$ cat config.mk
export PLATFORM = sky130hd
export DESIGN_NAME = counter_input_conditioner
export DESIGN_NICKNAME = d
export VERILOG_FILES = /design/src/include/cic_pkg.sv /design/src/rtl/pulse_width_filter.sv /design/src/rtl/counter_input_conditioner.sv
export SDC_FILE = /design/constraint.sdc
export NUM_CORES = 1
export LEC_CHECK = 0
export BUFFER_PORTS_ARGS = -buffer_cell sky130_fd_sc_hd__buf_2
export CORE_MARGIN = 3
export CORE_UTILIZATION = 52
export DETAILED_ROUTE_END_ITERATION = 12
export PLACE_DENSITY = 0.76
export SLEW_MARGIN = 20
export SYNTH_ARGS = -nofsm -noshare
export SYNTH_HDL_FRONTEND = slang
export SYNTH_SLANG_ARGS = --single-unit
$ cat constraint.sdc
create_clock -name clock -period 3 [get_ports clock]
set_input_delay 0.6 -clock clock [delete_from_list [all_inputs] [get_ports clock]]
set_output_delay 0.6 -clock clock [all_outputs]
set_load 0.005 [all_outputs]
$ cat src/include/cic_pkg.sv
// constants, field layout and carrier types for the counter input conditioner
package cic_pkg;

    // sampling clock and the seven filter times, in nanoseconds
    localparam int unsigned CLK_PERIOD_NS = 50;
    localparam int unsigned FT0_NS = 100;
    localparam int unsigned FT1_NS = 200;
    localparam int unsigned FT2_NS = 500;
    localparam int unsigned FT3_NS = 1000;
    localparam int unsigned FT4_NS = 2000;
    localparam int unsigned FT5_NS = 5000;
    localparam int unsigned FT6_NS = 10000;

    // a pulse must outlast (time - smallest time); that span in whole cycles
    localparam int unsigned THR_W = 8;
    localparam logic [THR_W-1:0] THR0 = THR_W'((FT0_NS - FT0_NS) / CLK_PERIOD_NS);
    localparam logic [THR_W-1:0] THR1 = THR_W'((FT1_NS - FT0_NS) / CLK_PERIOD_NS);
    localparam logic [THR_W-1:0] THR2 = THR_W'((FT2_NS - FT0_NS) / CLK_PERIOD_NS);
    localparam logic [THR_W-1:0] THR3 = THR_W'((FT3_NS - FT0_NS) / CLK_PERIOD_NS);
    localparam logic [THR_W-1:0] THR4 = THR_W'((FT4_NS - FT0_NS) / CLK_PERIOD_NS);
    localparam logic [THR_W-1:0] THR5 = THR_W'((FT5_NS - FT0_NS) / CLK_PERIOD_NS);
    localparam logic [THR_W-1:0] THR6 = THR_W'((FT6_NS - FT0_NS) / CLK_PERIOD_NS);

    // filter select codes
    localparam int unsigned FSEL_W = 3;
    localparam logic [FSEL_W-1:0] FSEL_RESET = 3'h0;
    localparam logic [FSEL_W-1:0] FSEL_MAX = 3'h6;

    // register map, byte addresses
    localparam int unsigned ADDR_W = 8;
    localparam logic [ADDR_W-1:0] CTRL_OFS = 8'h00;
    localparam logic [ADDR_W-1:0] STATUS_OFS = 8'h04;
    localparam logic [ADDR_W-1:0] PPR_OFS = 8'h08;
    localparam logic [ADDR_W-1:0] ANGLE_OFS = 8'h0C;

    // control word fields
    localparam int unsigned CTRL_INVCLK_BIT = 0;
    localparam int unsigned CTRL_INVDIR_BIT = 1;
    localparam int unsigned CTRL_INVRST_BIT = 2;
    localparam int unsigned CTRL_ANGREF_BIT = 3;
    localparam int unsigned CTRL_FSEL_LSB = 4;

    // status word fields: conditioned levels, then polarity corrected raw levels
    localparam int unsigned STAT_COND_LSB = 0;
    localparam int unsigned STAT_RAW_LSB = 4;

    // angle counter
    localparam int unsigned ANG_W = 16;
    localparam logic [ANG_W-1:0] PPR_RESET = 16'h0168;

    // input lanes
    localparam int unsigned NPIN = 3;
    localparam int unsigned PIN_CLK = 0;
    localparam int unsigned PIN_DIR = 1;
    localparam int unsigned PIN_RST = 2;

    typedef struct packed {
        logic psel;
        logic penable;
        logic pwrite;
        logic [ADDR_W-1:0] paddr;
        logic [31:0] pwdata;
    } apb_req_s;

    typedef struct packed {
        logic pready;
        logic pslverr;
        logic [31:0] prdata;
    } apb_rsp_s;

    typedef struct packed {
        logic angleRef;
        logic invRst;
        logic invDir;
        logic invClk;
        logic [FSEL_W-1:0] fsel;
    } ctrl_s;

    // filter select code to required run length in cycles
    function automatic logic [THR_W-1:0] filtThreshold(input logic [FSEL_W-1:0] sel);
        logic [THR_W-1:0] t;
        t = THR0;
        unique case (sel)
            3'h0: t = THR0;
            3'h1: t = THR1;
            3'h2: t = THR2;
            3'h3: t = THR3;
            3'h4: t = THR4;
            3'h5: t = THR5;
            3'h6: t = THR6;
            default: t = THR0;
        endcase
        return t;
    endfunction

endpackage

$ cat src/rtl/pulse_width_filter.sv
// minimum pulse width filter for one digital input lane
`timescale 1ns/1ps
module pulse_width_filter (
    // clock and reset
    input wire logic clock,
    input wire logic rstn,
    // lane
    input wire logic din,
    input wire logic [cic_pkg::THR_W-1:0] threshold,
    output logic dout
);

    logic [cic_pkg::THR_W-1:0] run_r;
    logic dout_r;

    assign dout = dout_r;

    // a change is adopted only after threshold+1 differing samples in a row;
    // any sample that agrees with the output restarts the run, so short spikes die
    always_ff @(posedge clock or negedge rstn) begin
        if (!rstn) begin
            run_r <= '0;
            dout_r <= 1'b0;
        end else if (din == dout_r) begin
            run_r <= '0;
        end else if (run_r >= threshold) begin
            dout_r <= din;
            run_r <= '0;
        end else begin
            run_r <= run_r + 1'b1;
        end
    end

endmodule

$ cat src/rtl/counter_input_conditioner.sv
// counter input conditioner: polarity, deglitch and angle reference reset
//
// Function
// - optional inversion of the count clock input
// - optional inversion of the direction input
// - optional inversion of the external reset input
// - deglitch filter drops pulses up to filter time minus 0.1us
// - seven filter times, 0.1 to 10 us
// - pulses over time minus 0.1us always pass
// - reset default filter time 0.1 us, no filtering
// - angle-ref mode: reset event zeroes the angle
`timescale 1ns/1ps
module counter_input_conditioner (
    // clock and reset
    input wire logic clock,
    input wire logic rstn,
    // register bus
    input wire cic_pkg::apb_req_s apbReq,
    output cic_pkg::apb_rsp_s apbRsp,
    // input pins from the pulse source
    input wire logic clkPin,
    input wire logic dirPin,
    input wire logic rstPin,
    // conditioned signals to the counter core
    output logic condClk,
    output logic condDir,
    output logic condRst,
    output logic angleZero,
    output logic [cic_pkg::ANG_W-1:0] angle
);

    // control and configuration state
    cic_pkg::ctrl_s ctrl_r;
    logic [cic_pkg::ANG_W-1:0] ppr_r;

    // polarity corrected raw lanes and their filtered versions
    logic [cic_pkg::NPIN-1:0] rawPins;
    logic [cic_pkg::NPIN-1:0] invMask;
    logic [cic_pkg::NPIN-1:0] polPins;
    logic [cic_pkg::NPIN-1:0] filtPins;
    logic [cic_pkg::THR_W-1:0] threshold;

    // edge detection on the conditioned lanes
    logic clkPrev_r;
    logic rstPrev_r;
    logic clkRise;
    logic rstRise;

    // angle accumulator
    logic [cic_pkg::ANG_W-1:0] angle_r;
    logic [cic_pkg::ANG_W-1:0] angle_nxt;
    logic angleZero_r;

    // bus answer registers
    logic pready_r;
    logic pslverr_r;
    logic [31:0] prdata_r;

    // bus decode
    logic setupPhase;
    logic writeDone;
    logic addrHit;
    logic [31:0] readWord;
    logic [cic_pkg::FSEL_W-1:0] wrFsel;

    // ------------------------------------------------------------------
    // input polarity
    // ------------------------------------------------------------------

    assign rawPins[cic_pkg::PIN_CLK] = clkPin;
    assign rawPins[cic_pkg::PIN_DIR] = dirPin;
    assign rawPins[cic_pkg::PIN_RST] = rstPin;

    assign invMask[cic_pkg::PIN_CLK] = ctrl_r.invClk;
    assign invMask[cic_pkg::PIN_DIR] = ctrl_r.invDir;
    assign invMask[cic_pkg::PIN_RST] = ctrl_r.invRst;

    // inversion ahead of filter
    // inverting first means the filter always judges the level the core sees,
    // so a polarity change never changes which pulses survive
    assign polPins = rawPins ^ invMask;

    // ------------------------------------------------------------------
    // deglitch filters
    // ------------------------------------------------------------------

    assign threshold = cic_pkg::filtThreshold(ctrl_r.fsel);

    for (genvar i = 0; i < cic_pkg::NPIN; i++) begin : gLane
        pulse_width_filter uFilt (
            .clock(clock),
            .rstn(rstn),
            .din(polPins[i]),
            .threshold(threshold),
            .dout(filtPins[i])
        );
    end

    // conditioned levels leave straight from the filter flip-flops
    assign condClk = filtPins[cic_pkg::PIN_CLK];
    assign condDir = filtPins[cic_pkg::PIN_DIR];
    assign condRst = filtPins[cic_pkg::PIN_RST];

    // ------------------------------------------------------------------
    // edge detection
    // ------------------------------------------------------------------

    // previous conditioned levels; the reset level after power-up is low,
    // matching the filter outputs, so no false edge appears at release
    always_ff @(posedge clock or negedge rstn) begin
        if (!rstn) begin
            clkPrev_r <= 1'b0;
            rstPrev_r <= 1'b0;
        end else begin
            clkPrev_r <= filtPins[cic_pkg::PIN_CLK];
            rstPrev_r <= filtPins[cic_pkg::PIN_RST];
        end
    end

    assign clkRise = filtPins[cic_pkg::PIN_CLK] & ~clkPrev_r;
    assign rstRise = filtPins[cic_pkg::PIN_RST] & ~rstPrev_r;

    // ------------------------------------------------------------------
    // angle accumulator
    // ------------------------------------------------------------------

    // next angle: wraps within 0 .. ppr-1, direction high counts up
    always_comb begin
        angle_nxt = angle_r;
        if (ppr_r == '0) begin
            // no rotation defined, the angle stays at zero
            angle_nxt = '0;
        end else if (clkRise) begin
            if (filtPins[cic_pkg::PIN_DIR]) begin
                if (angle_r >= ppr_r - 1'b1) begin
                    angle_nxt = '0;
                end else begin
                    angle_nxt = angle_r + 1'b1;
                end
            end else begin
                if (angle_r == '0 || angle_r >= ppr_r) begin
                    angle_nxt = ppr_r - 1'b1;
                end else begin
                    angle_nxt = angle_r - 1'b1;
                end
            end
        end
        // reset event zeroes angle
        // the reference wins over a count edge in the same cycle
        if (ctrl_r.angleRef && rstRise) begin
            angle_nxt = '0;
        end
    end

    // angle register
    always_ff @(posedge clock or negedge rstn) begin
        if (!rstn) begin
            angle_r <= '0;
        end else begin
            angle_r <= angle_nxt;
        end
    end

    always_ff @(posedge clock or negedge rstn) begin
        if (!rstn) begin
            angleZero_r <= 1'b0;
        end else begin
            angleZero_r <= ctrl_r.angleRef & rstRise;
        end
    end

    assign angle = angle_r;
    assign angleZero = angleZero_r;

    // ------------------------------------------------------------------
    // register bus
    // ------------------------------------------------------------------

    assign setupPhase = apbReq.psel & ~apbReq.penable;
    assign writeDone = apbReq.psel & apbReq.penable & pready_r & apbReq.pwrite;

    assign addrHit = (apbReq.paddr == cic_pkg::CTRL_OFS)
                   | (apbReq.paddr == cic_pkg::STATUS_OFS)
                   | (apbReq.paddr == cic_pkg::PPR_OFS)
                   | (apbReq.paddr == cic_pkg::ANGLE_OFS);

    assign wrFsel = apbReq.pwdata[cic_pkg::CTRL_FSEL_LSB +: cic_pkg::FSEL_W];

    // read mux; unused bits read as zero
    always_comb begin
        readWord = '0;
        unique case (apbReq.paddr)
            cic_pkg::CTRL_OFS: begin
                readWord[cic_pkg::CTRL_INVCLK_BIT] = ctrl_r.invClk;
                readWord[cic_pkg::CTRL_INVDIR_BIT] = ctrl_r.invDir;
                readWord[cic_pkg::CTRL_INVRST_BIT] = ctrl_r.invRst;
                readWord[cic_pkg::CTRL_ANGREF_BIT] = ctrl_r.angleRef;
                readWord[cic_pkg::CTRL_FSEL_LSB +: cic_pkg::FSEL_W] = ctrl_r.fsel;
            end
            cic_pkg::STATUS_OFS: begin
                readWord[cic_pkg::STAT_COND_LSB +: cic_pkg::NPIN] = filtPins;
                readWord[cic_pkg::STAT_RAW_LSB +: cic_pkg::NPIN] = polPins;
            end
            cic_pkg::PPR_OFS: begin
                readWord[cic_pkg::ANG_W-1:0] = ppr_r;
            end
            cic_pkg::ANGLE_OFS: begin
                readWord[cic_pkg::ANG_W-1:0] = angle_r;
            end
            default: begin
                readWord = '0;
            end
        endcase
    end

    // answer is prepared in the setup cycle, so every access phase ends
    // after one cycle and all answer signals come from flip-flops
    always_ff @(posedge clock or negedge rstn) begin
        if (!rstn) begin
            pready_r <= 1'b0;
            pslverr_r <= 1'b0;
            prdata_r <= '0;
        end else begin
            pready_r <= setupPhase;
            if (setupPhase) begin
                pslverr_r <= ~addrHit;
                prdata_r <= apbReq.pwrite ? 32'h00000000 : readWord;
            end else begin
                pslverr_r <= 1'b0;
                prdata_r <= '0;
            end
        end
    end

    assign apbRsp.pready = pready_r;
    assign apbRsp.pslverr = pslverr_r;
    assign apbRsp.prdata = prdata_r;

    // control register; an out of range filter code leaves the old choice
    always_ff @(posedge clock or negedge rstn) begin
        if (!rstn) begin
            ctrl_r.invClk <= 1'b0;
            ctrl_r.invDir <= 1'b0;
            ctrl_r.invRst <= 1'b0;
            ctrl_r.angleRef <= 1'b0;
            ctrl_r.fsel <= cic_pkg::FSEL_RESET;
        end else if (writeDone && apbReq.paddr == cic_pkg::CTRL_OFS) begin
            ctrl_r.invClk <= apbReq.pwdata[cic_pkg::CTRL_INVCLK_BIT];
            ctrl_r.invDir <= apbReq.pwdata[cic_pkg::CTRL_INVDIR_BIT];
            ctrl_r.invRst <= apbReq.pwdata[cic_pkg::CTRL_INVRST_BIT];
            ctrl_r.angleRef <= apbReq.pwdata[cic_pkg::CTRL_ANGREF_BIT];
            if (wrFsel <= cic_pkg::FSEL_MAX) begin
                ctrl_r.fsel <= wrFsel;
            end
        end
    end

    // pulses per rotation; a new value takes effect at the next count edge, except zero, which clears the angle at once
    always_ff @(posedge clock or negedge rstn) begin
        if (!rstn) begin
            ppr_r <= cic_pkg::PPR_RESET;
        end else if (writeDone && apbReq.paddr == cic_pkg::PPR_OFS) begin
            ppr_r <= apbReq.pwdata[cic_pkg::ANG_W-1:0];
        end
    end

endmodule

==> results of run 1 <==
[area by class of cell]
type	count	area (um^2)	area share, %
multi-input cells	530	3750	51.3
flip-flops and latches	87	2180	29.9
well taps	143	179	2.45
clock inverters	5	56.3	0.771
repair buffers	125	783	10.7
inverters	29	109	1.49
clock buffers	11	243	3.33
[Yosys cell counts, types with 5 or more instances]
cell	instances	area share, %
dfrtp_1	83	34
nor2_1	78	4.7
ha_1	60	12
nand2_1	59	3.6
inv_1	29	1.8
clkbuf_1	28	1.7
nand3_1	27	2.2
xnor2_1	26	3.7
mux2_2	25	4.6
xor2_1	25	3.5
a21oi_1	23	1.9
buf_4	18	2.2
o21ai_0	18	1.5
nor3_1	17	1.4
and3_1	15	1.5
o211ai_1	15	1.8
a22oi_1	13	1.6
nand4_1	13	1.3
a221oi_1	9	1.3
mux2i_1	9	1.5
nand2b_1	8	0.81
nor4_1	8	0.81
nand3b_1	6	0.73
nor2b_1	5	0.51
[sequential cells by signal, indices dropped and copies added (netlist names)]
| name | cells |
|---|---|
| prdata_r | 16 |
| angle | 16 |
| pslverr_r | 1 |
| gLane.uFilt.run_r | 24 |
| angleZero | 1 |
| rstPrev_r | 1 |
| ctrl_r | 7 |
| gLane.uFilt.dout | 3 |
| ppr_r | 16 |
| pready_r | 1 |
| clkPrev_r | 1 |
[critical path: cells and delay by family (launching register included)]
kind            cells  cell delay (ns)
compound gates      4             0.87
xor+xnor            1             0.08
fa+ha+maj           1             0.30
buf+inv             1             0.17
flops               1             0.39
simple gates        5             1.36
[worst paths after layout]
path | start | end | cells after the start
setup / recovery | ppr_r[7]$_DFFE_PN0P_ | angle[6]$_DFFE_PN0P_ | 12
hold / removal | rstn | angle[10]$_DFFE_PN0P_ | 1
setup reg to reg | ppr_r[7]$_DFFE_PN0P_ | angle[6]$_DFFE_PN0P_ | 12
hold reg to reg | gLane[1].uFilt.run_r[0]$_DFF_PN0_ | gLane[1].uFilt.run_r[0]$_DFF_PN0_ | 1
max in group asynchronous | rstn | prdata_r[5]$_DFF_PN0_ | 1
min in group clock | apbReq[41] | pready_r$_DFF_PN0_ | 2
[per-layer routing]
layer,GRT usage [%],share of wire [%],up-vias,wire length [um]
li1,-,-,2597,-
met1,33.0,43,2612,6980
met2,43.3,50,154,7990
met3,4.68,5.1,26,825
met4,10.1,2.1,0,336
met5,0,0,-,0
[cells in the final DEF, fill, tap and decap left out, drive strengths merged, types with 3 or more instances in the layout]
cell type,Yosys,layout
or2,3,3
o21a,3,3
mux2,25,25
or4,6,6
a221oi,9,9
nor3,17,17
o21ai,18,18
mux2i,9,9
o22a,3,3
and2,3,3
inv,29,30
nand3,27,27
nand4,13,13
dfrtp,83,83
nor2,79,79
nor2b,5,5
nand3b,6,6
o211ai,16,16
nand2b,8,8
xor2,25,25
a21oi,23,23
xnor2,26,26
conb,1,16
nand2,59,59
a21o,4,4
buf,25,125
a211oi,3,3
nor4,9,9
a21boi,3,3
and3,15,15
ha,60,60
clkbuf,29,11
nor3b,4,4
a22oi,13,13
dfstp,4,4
[stage by stage]
step / cell area, um^2 / power (W) / TNS, ns
finish: 7300 / 0.00261 / -3.50
global route: 7300 / 0.00269 / -6.47
CTS: 7290 / 0.00263 / -3.45
detailed placement: 6920 / 0.00146 / -4.23
global placement: 6920 / 0.00145 / -3.04
floorplan: 6280 / 0.00137 / -0.678
[power groups by stage]
| stage | clock network, W | logic [W] | registers, W |
|---|---|---|---|
| final | 0.00116 | 0.000250 | 0.00120 |
| after CTS | 0.00118 | 0.000248 | 0.00120 |
| after global placement | 0 | 0.000234 | 0.00122 |
| after global routing | 0.00122 | 0.000279 | 0.00120 |
| after detailed placement | 0 | 0.000241 | 0.00122 |
| after floorplan | 0 | 0.000157 | 0.00121 |
[cell families after synthesis]
logic type	after synthesis	share of synthesized area (%)
compound gates	107	12.0
simple gates	262	21.0
other cells	1	0.0606
xor+xnor	51	7.22
fa+ha+maj	60	12.1
flops	87	35.3
buf+inv	83	6.23
mux	34	6.01
[timing repair]
item                                    in CTS  in global routing
setup buffers                                2                  0
pin swaps                                    3                  0
endpoints found under the setup margin      16                 16
gates resized for setup                     10                  1
gates cloned                                 1                  0
==> summary.txt, run 1 <==
MaxCap Viol Count - 0
Sw Share - 25.3%
DR vias/cell - 5.79
Min Hold Slack - 0.287 ns
crit share post-route - 110%
Crit. End Element - flop
Area Growth Syn to Fin - 18.0%
Clock Power Share - 44.5%
failing checks - negative setup slack
htree depth - 3
crit path max fanout - 5
worst-path cell chain - or4_4 > or4_4 > nor2_4 > xnor2_1 > ha_1 > nand4_1 > a2111oi_2 > a21o_1 > nor3_2 > buf_4 > a32o_1 > a221o_1
Clock Sink Count - 87
peak per-stage delay on the critical path - 0.53 ns
Core Area - 0.0115 mm^2
die width - 115 um
Non-Filler Instances - 930
placed cells - 911
Post-Syn Area - 0.00618 mm^2
most frequent CP cell - or4_4
Tmin final - 3.29 ns
leakage - 3.65 nW
vias in the first global route - 5,353
row cnt - 39
Buffers on Ports - 69
Rel. slew slack - 45.4%
layout cells sized above 1 - 24.4%
initial antenna violation count - 0
number of DRC markers in iteration 0 - 340
post-route setup slack - -0.290 ns
power density over the cells - 358 mW/mm^2
Worst-Margin Slew - 0.820 ns
DR WL/cell - 17.3 um
worst hold path class - primary input to asynchronous set/reset pin
# setup viols final - 16
first-pass GRT wire length - 26.9 mm
CTS Hold Bufs - 0
Final ANT Viol Nets - 0
Seq/Total Area, Yosys - 35.3%
Clock Skew - 0.00707 ns
Worst-path clk slew - 0.07 ns
Max VDD drop - 0.364 mV
post-DP HPWL - 12.2 mm
total congestion overflow - 0
Mapped Cells - 685
Yosys warnings - 0
die height - 115 um
Ant. Diodes - 0
routed wire length - 16.1 mm
synthesized flop and latch total - 87
Post-synth top flop - dfrtp_1
Mean Syn Cell Area - 9.03 um^2
DP Worst Slack - -0.321 ns
Clock Latency Late Sink - 0.36 ns
arrival time of the worst setup path - 3.54 ns
boundary pin count - 102
Reg power frac - 45.9%
critical path's slowest cell - or4_4
Unique masters post-synth - 58
clock buffer depth - 2
fmax - 304 MHz
number of synthesized flops with an enable pin - 0
largest net degree at the start of global routing - 88
# DRC - 0
Final Slew Violations - 0
GRT Total Usage - 25.8%
Final Hold Fails - 0
status - finished, violations left
clk root buf - clkbuf_16
logic gate share of total power - 9.6%
startpoint types - flop
crit path kind - flop to flop
RD Place Congestion - 0.940
drt pass-1 iters - 5
CP required - 3.25 ns
Fillers - 973
P_sw - 0.000659 W
CTS Buf Count - 9
unrepaired setup endpoints after global routing - yes
asr flop ratio synth - 100%
internal power - 0.00195 W
vias post-DR - 5,389
reg2reg setup slack - -0.29 ns
utilization after layout - 63.4%
die area - 0.0132 mm^2
CTS tree - done
Final #Nets - 890
Starting Density - 53.7%
Note: power is estimated with default switching activity, not from simulation.
==> inputs of run 2 (changes only) <==
--- a/config.mk
+++ b/config.mk
@@ -7,10 +7,12 @@
 export LEC_CHECK = 0
 export BUFFER_PORTS_ARGS = -buffer_cell sky130_fd_sc_hd__buf_2
 export CORE_MARGIN = 3
-export CORE_UTILIZATION = 52
+export CORE_UTILIZATION = 58
 export DETAILED_ROUTE_END_ITERATION = 12
-export PLACE_DENSITY = 0.76
+export PLACE_DENSITY = 0.8
 export SLEW_MARGIN = 20
 export SYNTH_ARGS = -nofsm -noshare
 export SYNTH_HDL_FRONTEND = slang
+export SYNTH_HIERARCHICAL = 1
 export SYNTH_SLANG_ARGS = --single-unit
+export TNS_END_PERCENT = 20
==> constraint.sdc (replaced) <==
create_clock -name clock -period 3.6 [get_ports clock]
set_input_delay 0.72 -clock clock [delete_from_list [all_inputs] [get_ports clock]]
set_output_delay 0.72 -clock clock [all_outputs]
set_load 0.005 [all_outputs]
==> run 2 against run 1 <==
Compared with the run above:
- the flow now finishes without violations
- via count grew 2.8%
- combinational power grew 45%
- register-to-register slack improved by 0.47 ns
==> summary.txt, run 2 <==
synthesized flop and latch total - 87 (unchanged)
vias post-DR - 5,542 (+2.8%)
# setup viols final - 0 (-16)
Biggest register - gLane.uFilt/run_r
die width - 112 um (-2.9%)
Worst-Margin Slew - 0.943 ns (+0.123 ns)
Starting Density - 61.2% (+7.5 points)
boundary pin count - 102 (unchanged)
Clock Latency Late Sink - 0.37 ns (about the same)
length in cells of the worst reg-to-reg path - 12 (unchanged)
arrival time of the worst setup path - 3.72 ns (+0.18 ns)
cells taking the most area after synthesis - dfrtp_1 (32%), ha_1 (12%), nor2_1 (4.1%)
Post-synth top cells - dfrtp_1 (83), nor2_1 (71), ha_1 (63)
MaxCap Viol Count - 0 (unchanged)
leakage - 3.59 nW (-1.7%)
initial antenna violation count - 0 (unchanged)
status - finished clean
asr flop ratio synth - 100% (unchanged)
Unique masters post-synth - 74 (+28%)
Mean Syn Cell Area - 9.25 um^2 (+2.5%)
Rel. slew slack - 37.1% (-8.2 points)
die area - 0.0125 mm^2 (-5.6%)
max FFs per register - 24 (unchanged)
Worst-path clk slew - 0.08 ns (about the same)
DR vias/cell - 6.03 (+4.1%)
DP Worst Slack - -0.112 ns (+0.208 ns)
post-route setup slack - 0.182 ns (+0.472 ns)
Fillers - 800 (-18%)
CP required - 3.90 ns (+0.65 ns)
CTS Buf Count - 9 (unchanged)
Yosys top cell area share - 32.0% (-1.6 points)
Post-Syn Area - 0.00649 mm^2 (+4.9%)
unrepaired setup endpoints after global routing - no
crit path kind - flop to flop
htree depth - 3 (unchanged)
Post-synth top flop - dfrtp_1
number of synthesized flops with an enable pin - 0 (unchanged)
die height - 112 um (-2.9%)
number of DRC markers in iteration 0 - 428 (+26%)
Crit. End Element - flop
crit path max fanout - 5 (unchanged)
Seq/Total Area, Yosys - 33.6% (-1.6 points)
Max VDD drop - 0.266 mV (-27%)
largest net degree at the start of global routing - 75 (-15%)
post-DP HPWL - 12.2 mm (-0.32%)
Final Hold Fails - 0 (unchanged)
# DRC - 0 (unchanged)
most frequent cells in the layout - dfrtp_1 (82), nor2_1 (71), buf_2 (68)
Buffers on Ports - 69 (unchanged)
Yosys warnings - 6 (+6)
fmax - 293 MHz (-3.7%)
Clock Skew - 0.0104 ns (+0.00330 ns)
Final #Nets - 889 (-0.11%)
routed wire length - 15.9 mm (-1.4%)
Final Slew Violations - 0 (unchanged)
commonest non-fill, non-tap cell in the layout - dfrtp_1
startpoint types - flop
worst hold path class - primary input to asynchronous set/reset pin
CTS tree - done
Pwr Total - 0.00209 W (-20%)
clock buffer depth - 2 (unchanged)
crit share post-route - 95.0% (-15 points)
clk root buf - clkbuf_8
area leader, netlist - dfrtp_1
DR WL/cell - 17.3 um (-0.22%)
drt pass-1 iters - 5 (unchanged)
total congestion overflow - 0 (unchanged)
GRT Total Usage - 25.6% (-0.19 points)
CTS Hold Bufs - 0 (unchanged)
Clock Sink Count - 87 (unchanged)
vias in the first global route - 5,578 (+4.2%)
Ant. Diodes - 0 (unchanged)
layout cells sized above 1 - 22.2% (-2.2 points)
Mapped Cells - 701 (+2.3%)
Final ANT Viol Nets - 0 (unchanged)
Area Growth Syn to Fin - 12.1%
RD Place Congestion - 0.924 (-1.7%)
power density over the cells - 287 mW/mm^2 (-20%)
row cnt - 37 (-5.1%)
Final TNS setup - 0 ns (+3.50 ns)
cell with the most instances after synthesis - dfrtp_1
first-pass GRT wire length - 26.4 mm (-1.7%)
Core Area - 0.0106 mm^2 (-7.9%)
Tmin final - 3.42 ns (+0.128 ns)
==> run 2: layout make-up <==
class                   count  area [um^2]  share of cell area, %
repair buffers             95          543                   7.47
well taps                 136          170                   2.34
clock buffers              11          141                   1.94
clock inverters             5         56.3                  0.774
multi-input cells         539         4010                   55.1
inverters                  46          173                   2.37
flip-flops and latches     87         2180                   30.0
==> run 2: repair_timing <==
action / 4_1_cts / 5_1_grt
gates cloned: 0 / 0
pin swaps: 0 / 4
buffers inserted: 0 / 1
endpoints found under the setup margin: 13 / 14
gates resized for setup: 3 / 11
==> run 2: kinds of logic after synthesis <==
kind of cell	Yosys count	synth area share (%)
simple gates	233	18.9
compound gates	137	15.3
buf+inv	93	6.79
flops	87	33.6
fa+ha+maj	63	12.2
xor+xnor	49	6.62
mux	38	6.50
other cells	1	0.0578
==> run 2: worst max-delay path: stages, from the launching register on <==
cell,delay [ns]
dfrtp_1,0.41
or4_4,0.57
nor4b_4,0.31
nand3_2,0.13
xnor2_2,0.16
ha_1,0.30
and4_1,0.24
a2111oi_4,0.29
o21ai_1,0.13
buf_4,0.18
or3_4,0.36
o21bai_1,0.18
nand3_1,0.10
==> run 2: per-layer routing <==
metal	share of wire, %	GRT usage [%]	vias up
met5	0	0	-
met4	3.0	9.25	0
met3	6.0	5.71	48
met2	52	45.3	202
met1	39	30.4	2687
li1	-	-	2605
==> run 2: where the power goes <==
| part | leakage [nW] | switching, W | total, W | internal [W] |
|---|---|---|---|---|
| combinational | 2.31 | 0.000202 | 0.000362 | 0.000160 |
| sequential | 1.18 | 0.0000391 | 0.00104 | 0.000998 |
| clock | 0.0997 | 0.000351 | 0.000691 | 0.000340 |
| total | 3.59 | 0.000592 | 0.00209 | 0.00150 |
==> run 2: final timing paths <==
check / startpoint / to / slack, ns
max reg2reg: ppr_r[4]$_DFFE_PN0P_ / angle[11]$_DFFE_PN0P_ / 0.18
max in group asynchronous: rstn / ppr_r[5]$_DFFE_PN1P_ / 2.33
min: rstn / angle[14]$_DFFE_PN0P_ / 0.49
max: ppr_r[4]$_DFFE_PN0P_ / angle[11]$_DFFE_PN0P_ / 0.18
min in group clock: rstPrev_r$_DFF_PN0_ / angleZero$_DFF_PN0_ / 0.49
min reg2reg: rstPrev_r$_DFF_PN0_ / angleZero$_DFF_PN0_ / 0.49
==> run 2: stage by stage <==
step	hold WS, ns	instance area, um^2	utilization, %	cells
after floorplan	0.409	6550	-	719
after global placement	0.469	6990	66.0	902
after detailed placement	0.474	6990	66.0	902
after CTS	0.495	7200	67.9	918
after global routing	0.502	7270	68.6	919
final	0.490	7270	68.6	919
==> inputs of run 3 (changes only) <==
--- a/config.mk
+++ b/config.mk
@@ -6,6 +6,7 @@
 export NUM_CORES = 1
 export LEC_CHECK = 0
 export BUFFER_PORTS_ARGS = -buffer_cell sky130_fd_sc_hd__buf_2
+export CORE_ASPECT_RATIO = 1.1
 export CORE_MARGIN = 3
 export CORE_UTILIZATION = 58
 export DETAILED_ROUTE_END_ITERATION = 12
==> constraint.sdc (replaced) <==
create_clock -name clock -period 3.9 [get_ports clock]
set_input_delay 0.78 -clock clock [delete_from_list [all_inputs] [get_ports clock]]
set_output_delay 0.78 -clock clock [all_outputs]
set_load 0.005 [all_outputs]
==> run 3 against run 2 <==
Compared with the run above:
- setup slack improved by 0.0055 ns
- total power is 10% higher
- utilization fell by 0.093 points
- sequential power shrank 8%
- register-to-register slack barely moved
- clock skew is essentially flat
==> summary.txt, run 3 (synthesis gave the netlist of run 2 again) <==
RD Place Congestion - 0.889 (-3.7%)
Buffers on Ports - 69 (unchanged)
Area Growth Syn to Fin - 12.3%
Worst-path clk slew - 0.07 ns (about the same)
first-pass GRT wire length - 25.5 mm (-3.2%)
CTS Buf Count - 9 (unchanged)
CTS Hold Bufs - 0 (unchanged)
fmax - 269 MHz (-7.9%)
Final Slew Violations - 0 (unchanged)
routed wire length - 15.9 mm (-0.30%)
status - finished clean
Ant. Diodes - 0 (unchanged)
Pwr Total - 0.00231 W (+10%)
Post-CTS Setup Inserts - 0 (unchanged)
Core Area - 0.0106 mm^2 (+0.34%)
vias in the first global route - 5,385 (-3.5%)
DR WL/cell - 17.4 um (+0.25%)
utilization after layout - 68.5% (-0.093 points)
layout cells sized above 1 - 20.1% (-2.1 points)
clock buffer depth - 2 (unchanged)
Worst-Margin Slew - 0.862 ns (-0.0812 ns)
drt pass-1 iters - 6 (+1)
Fillers - 878 (+9.8%)
DR vias/cell - 5.89 (-2.2%)
Tmin final - 3.71 ns (+0.294 ns)
arrival time of the worst setup path - 4.01 ns (+0.29 ns)
Clock Latency Late Sink - 0.36 ns (about the same)
DP Worst Slack - 0.0597 ns (+0.172 ns)
cts repair resizes - 0 (-3)
CTS tree - done
most frequent cells in the layout - dfrtp_1 (83), nor2_1 (71), buf_2 (68)
clk root buf - clkbuf_16
number of DRC markers in iteration 0 - 358 (-16%)
Rel. slew slack - 42.6% (+5.4 points)
Starting Density - 61.0% (-0.21 points)
die height - 117 um (+4.6%)
Clock Sink Count - 87 (unchanged)
Clock Skew - 0.00997 ns (-0.000404 ns)
Crit. End Element - flop
crit share post-route - 95.2% (+0.25 points)
worst hold path class - flop to flop
GRT Total Usage - 25.9% (+0.27 points)
startpoint types - flop
power density over the cells - 317 mW/mm^2 (+10%)
post-DP HPWL - 12.1 mm (-0.90%)
die width - 107 um (-4.4%)
Final Hold Fails - 0 (unchanged)
MaxCap Viol Count - 0 (unchanged)
largest net degree at the start of global routing - 66 (-12%)
Max VDD drop - 0.246 mV (-7.5%)
vias post-DR - 5,388 (-2.8%)
Biggest register - gLane.uFilt/run_r
CP required - 4.20 ns (+0.30 ns)
commonest non-fill, non-tap cell in the layout - dfrtp_1
dpl cell area - 0.00692 mm^2 (-1.1%)
crit path kind - flop to flop
post-route setup slack - 0.187 ns (+0.00551 ns)
leakage - 3.57 nW (-0.58%)
crit path max fanout - 7 (+2)
initial antenna violation count - 0 (unchanged)
# DRC - 0 (unchanged)
# setup viols final - 0 (unchanged)
row cnt - 39 (+5.4%)
Final #Nets - 877 (-1.3%)
htree depth - 3 (unchanged)
Final ANT Viol Nets - 0 (unchanged)
boundary pin count - 102 (unchanged)
Min Hold Slack - 0.482 ns (-0.00846 ns)
total congestion overflow - 0 (unchanged)
Final Instance Area - 0.00729 mm^2 (+0.21%)
die area - 0.0125 mm^2 (about the same)
max FFs per register - 24 (unchanged)
## run 3: power breakdown
group,internal (W),switching [W]
clock network,0.000635,0.000388
logic,0.000143,0.000183
registers,0.000922,0.0000367
## run 3: worst max-delay path, cell delays in order, from the launching register on
cell	delay (ns)
dfrtp_1	0.48
or4_4	0.55
nor4b_4	0.31
nand3_1	0.13
xnor2_1	0.21
ha_1	0.29
o21ai_0	0.18
nor2_1	0.08
a2111oi_2	0.40
o21ai_0	0.18
buf_4	0.19
or3_4	0.35
nor3_1	0.19
a211o_1	0.12
## run 3: final timing paths
path | startpoint | end | slack [ns] | depth (start not counted)
worst max-delay path | ppr_r[2]$_DFFE_PN0P_ | angle[8]$_DFFE_PN0P_ | 0.19 | 13
worst min-delay path | rstPrev_r$_DFF_PN0_ | angleZero$_DFF_PN0_ | 0.48 | 1
worst max register to register | ppr_r[2]$_DFFE_PN0P_ | angle[8]$_DFFE_PN0P_ | 0.19 | 13
worst min register to register | rstPrev_r$_DFF_PN0_ | angleZero$_DFF_PN0_ | 0.48 | 1
max in group asynchronous | rstn | ppr_r[8]$_DFFE_PN1P_ | 2.50 | 2
min in group asynchronous | rstn | angle[12]$_DFFE_PN0P_ | 0.49 | 1
## run 3: area by class of cell
class	instances	area [um^2]	area share (%)
inverters	46	173	2.37
clock inverters	7	131	1.80
flip-flops and latches	87	2180	29.9
multi-input cells	539	3940	54.1
well taps	143	179	2.46
repair buffers	83	453	6.22
clock buffers	9	225	3.09
## run 3: layer usage
layer / wire (um) / up-vias / part of all wire, % / global-route usage (%)
li1: - / 2579 / - / -
met1: 6350 / 2622 / 40 / 29.9
met2: 8260 / 154 / 52 / 47.0
met3: 759 / 33 / 4.8 / 5.38
met4: 481 / 0 / 3.0 / 10.7
met5: 0 / - / 0 / 0
## run 3: metrics by stage
stage / setup TNS (ns) / std cells
floorplan: 0 / 719
global placement: 0 / 898
detailed placement: 0 / 898
CTS: 0 / 914
global route: -0.00597 / 914
finish: 0 / 914
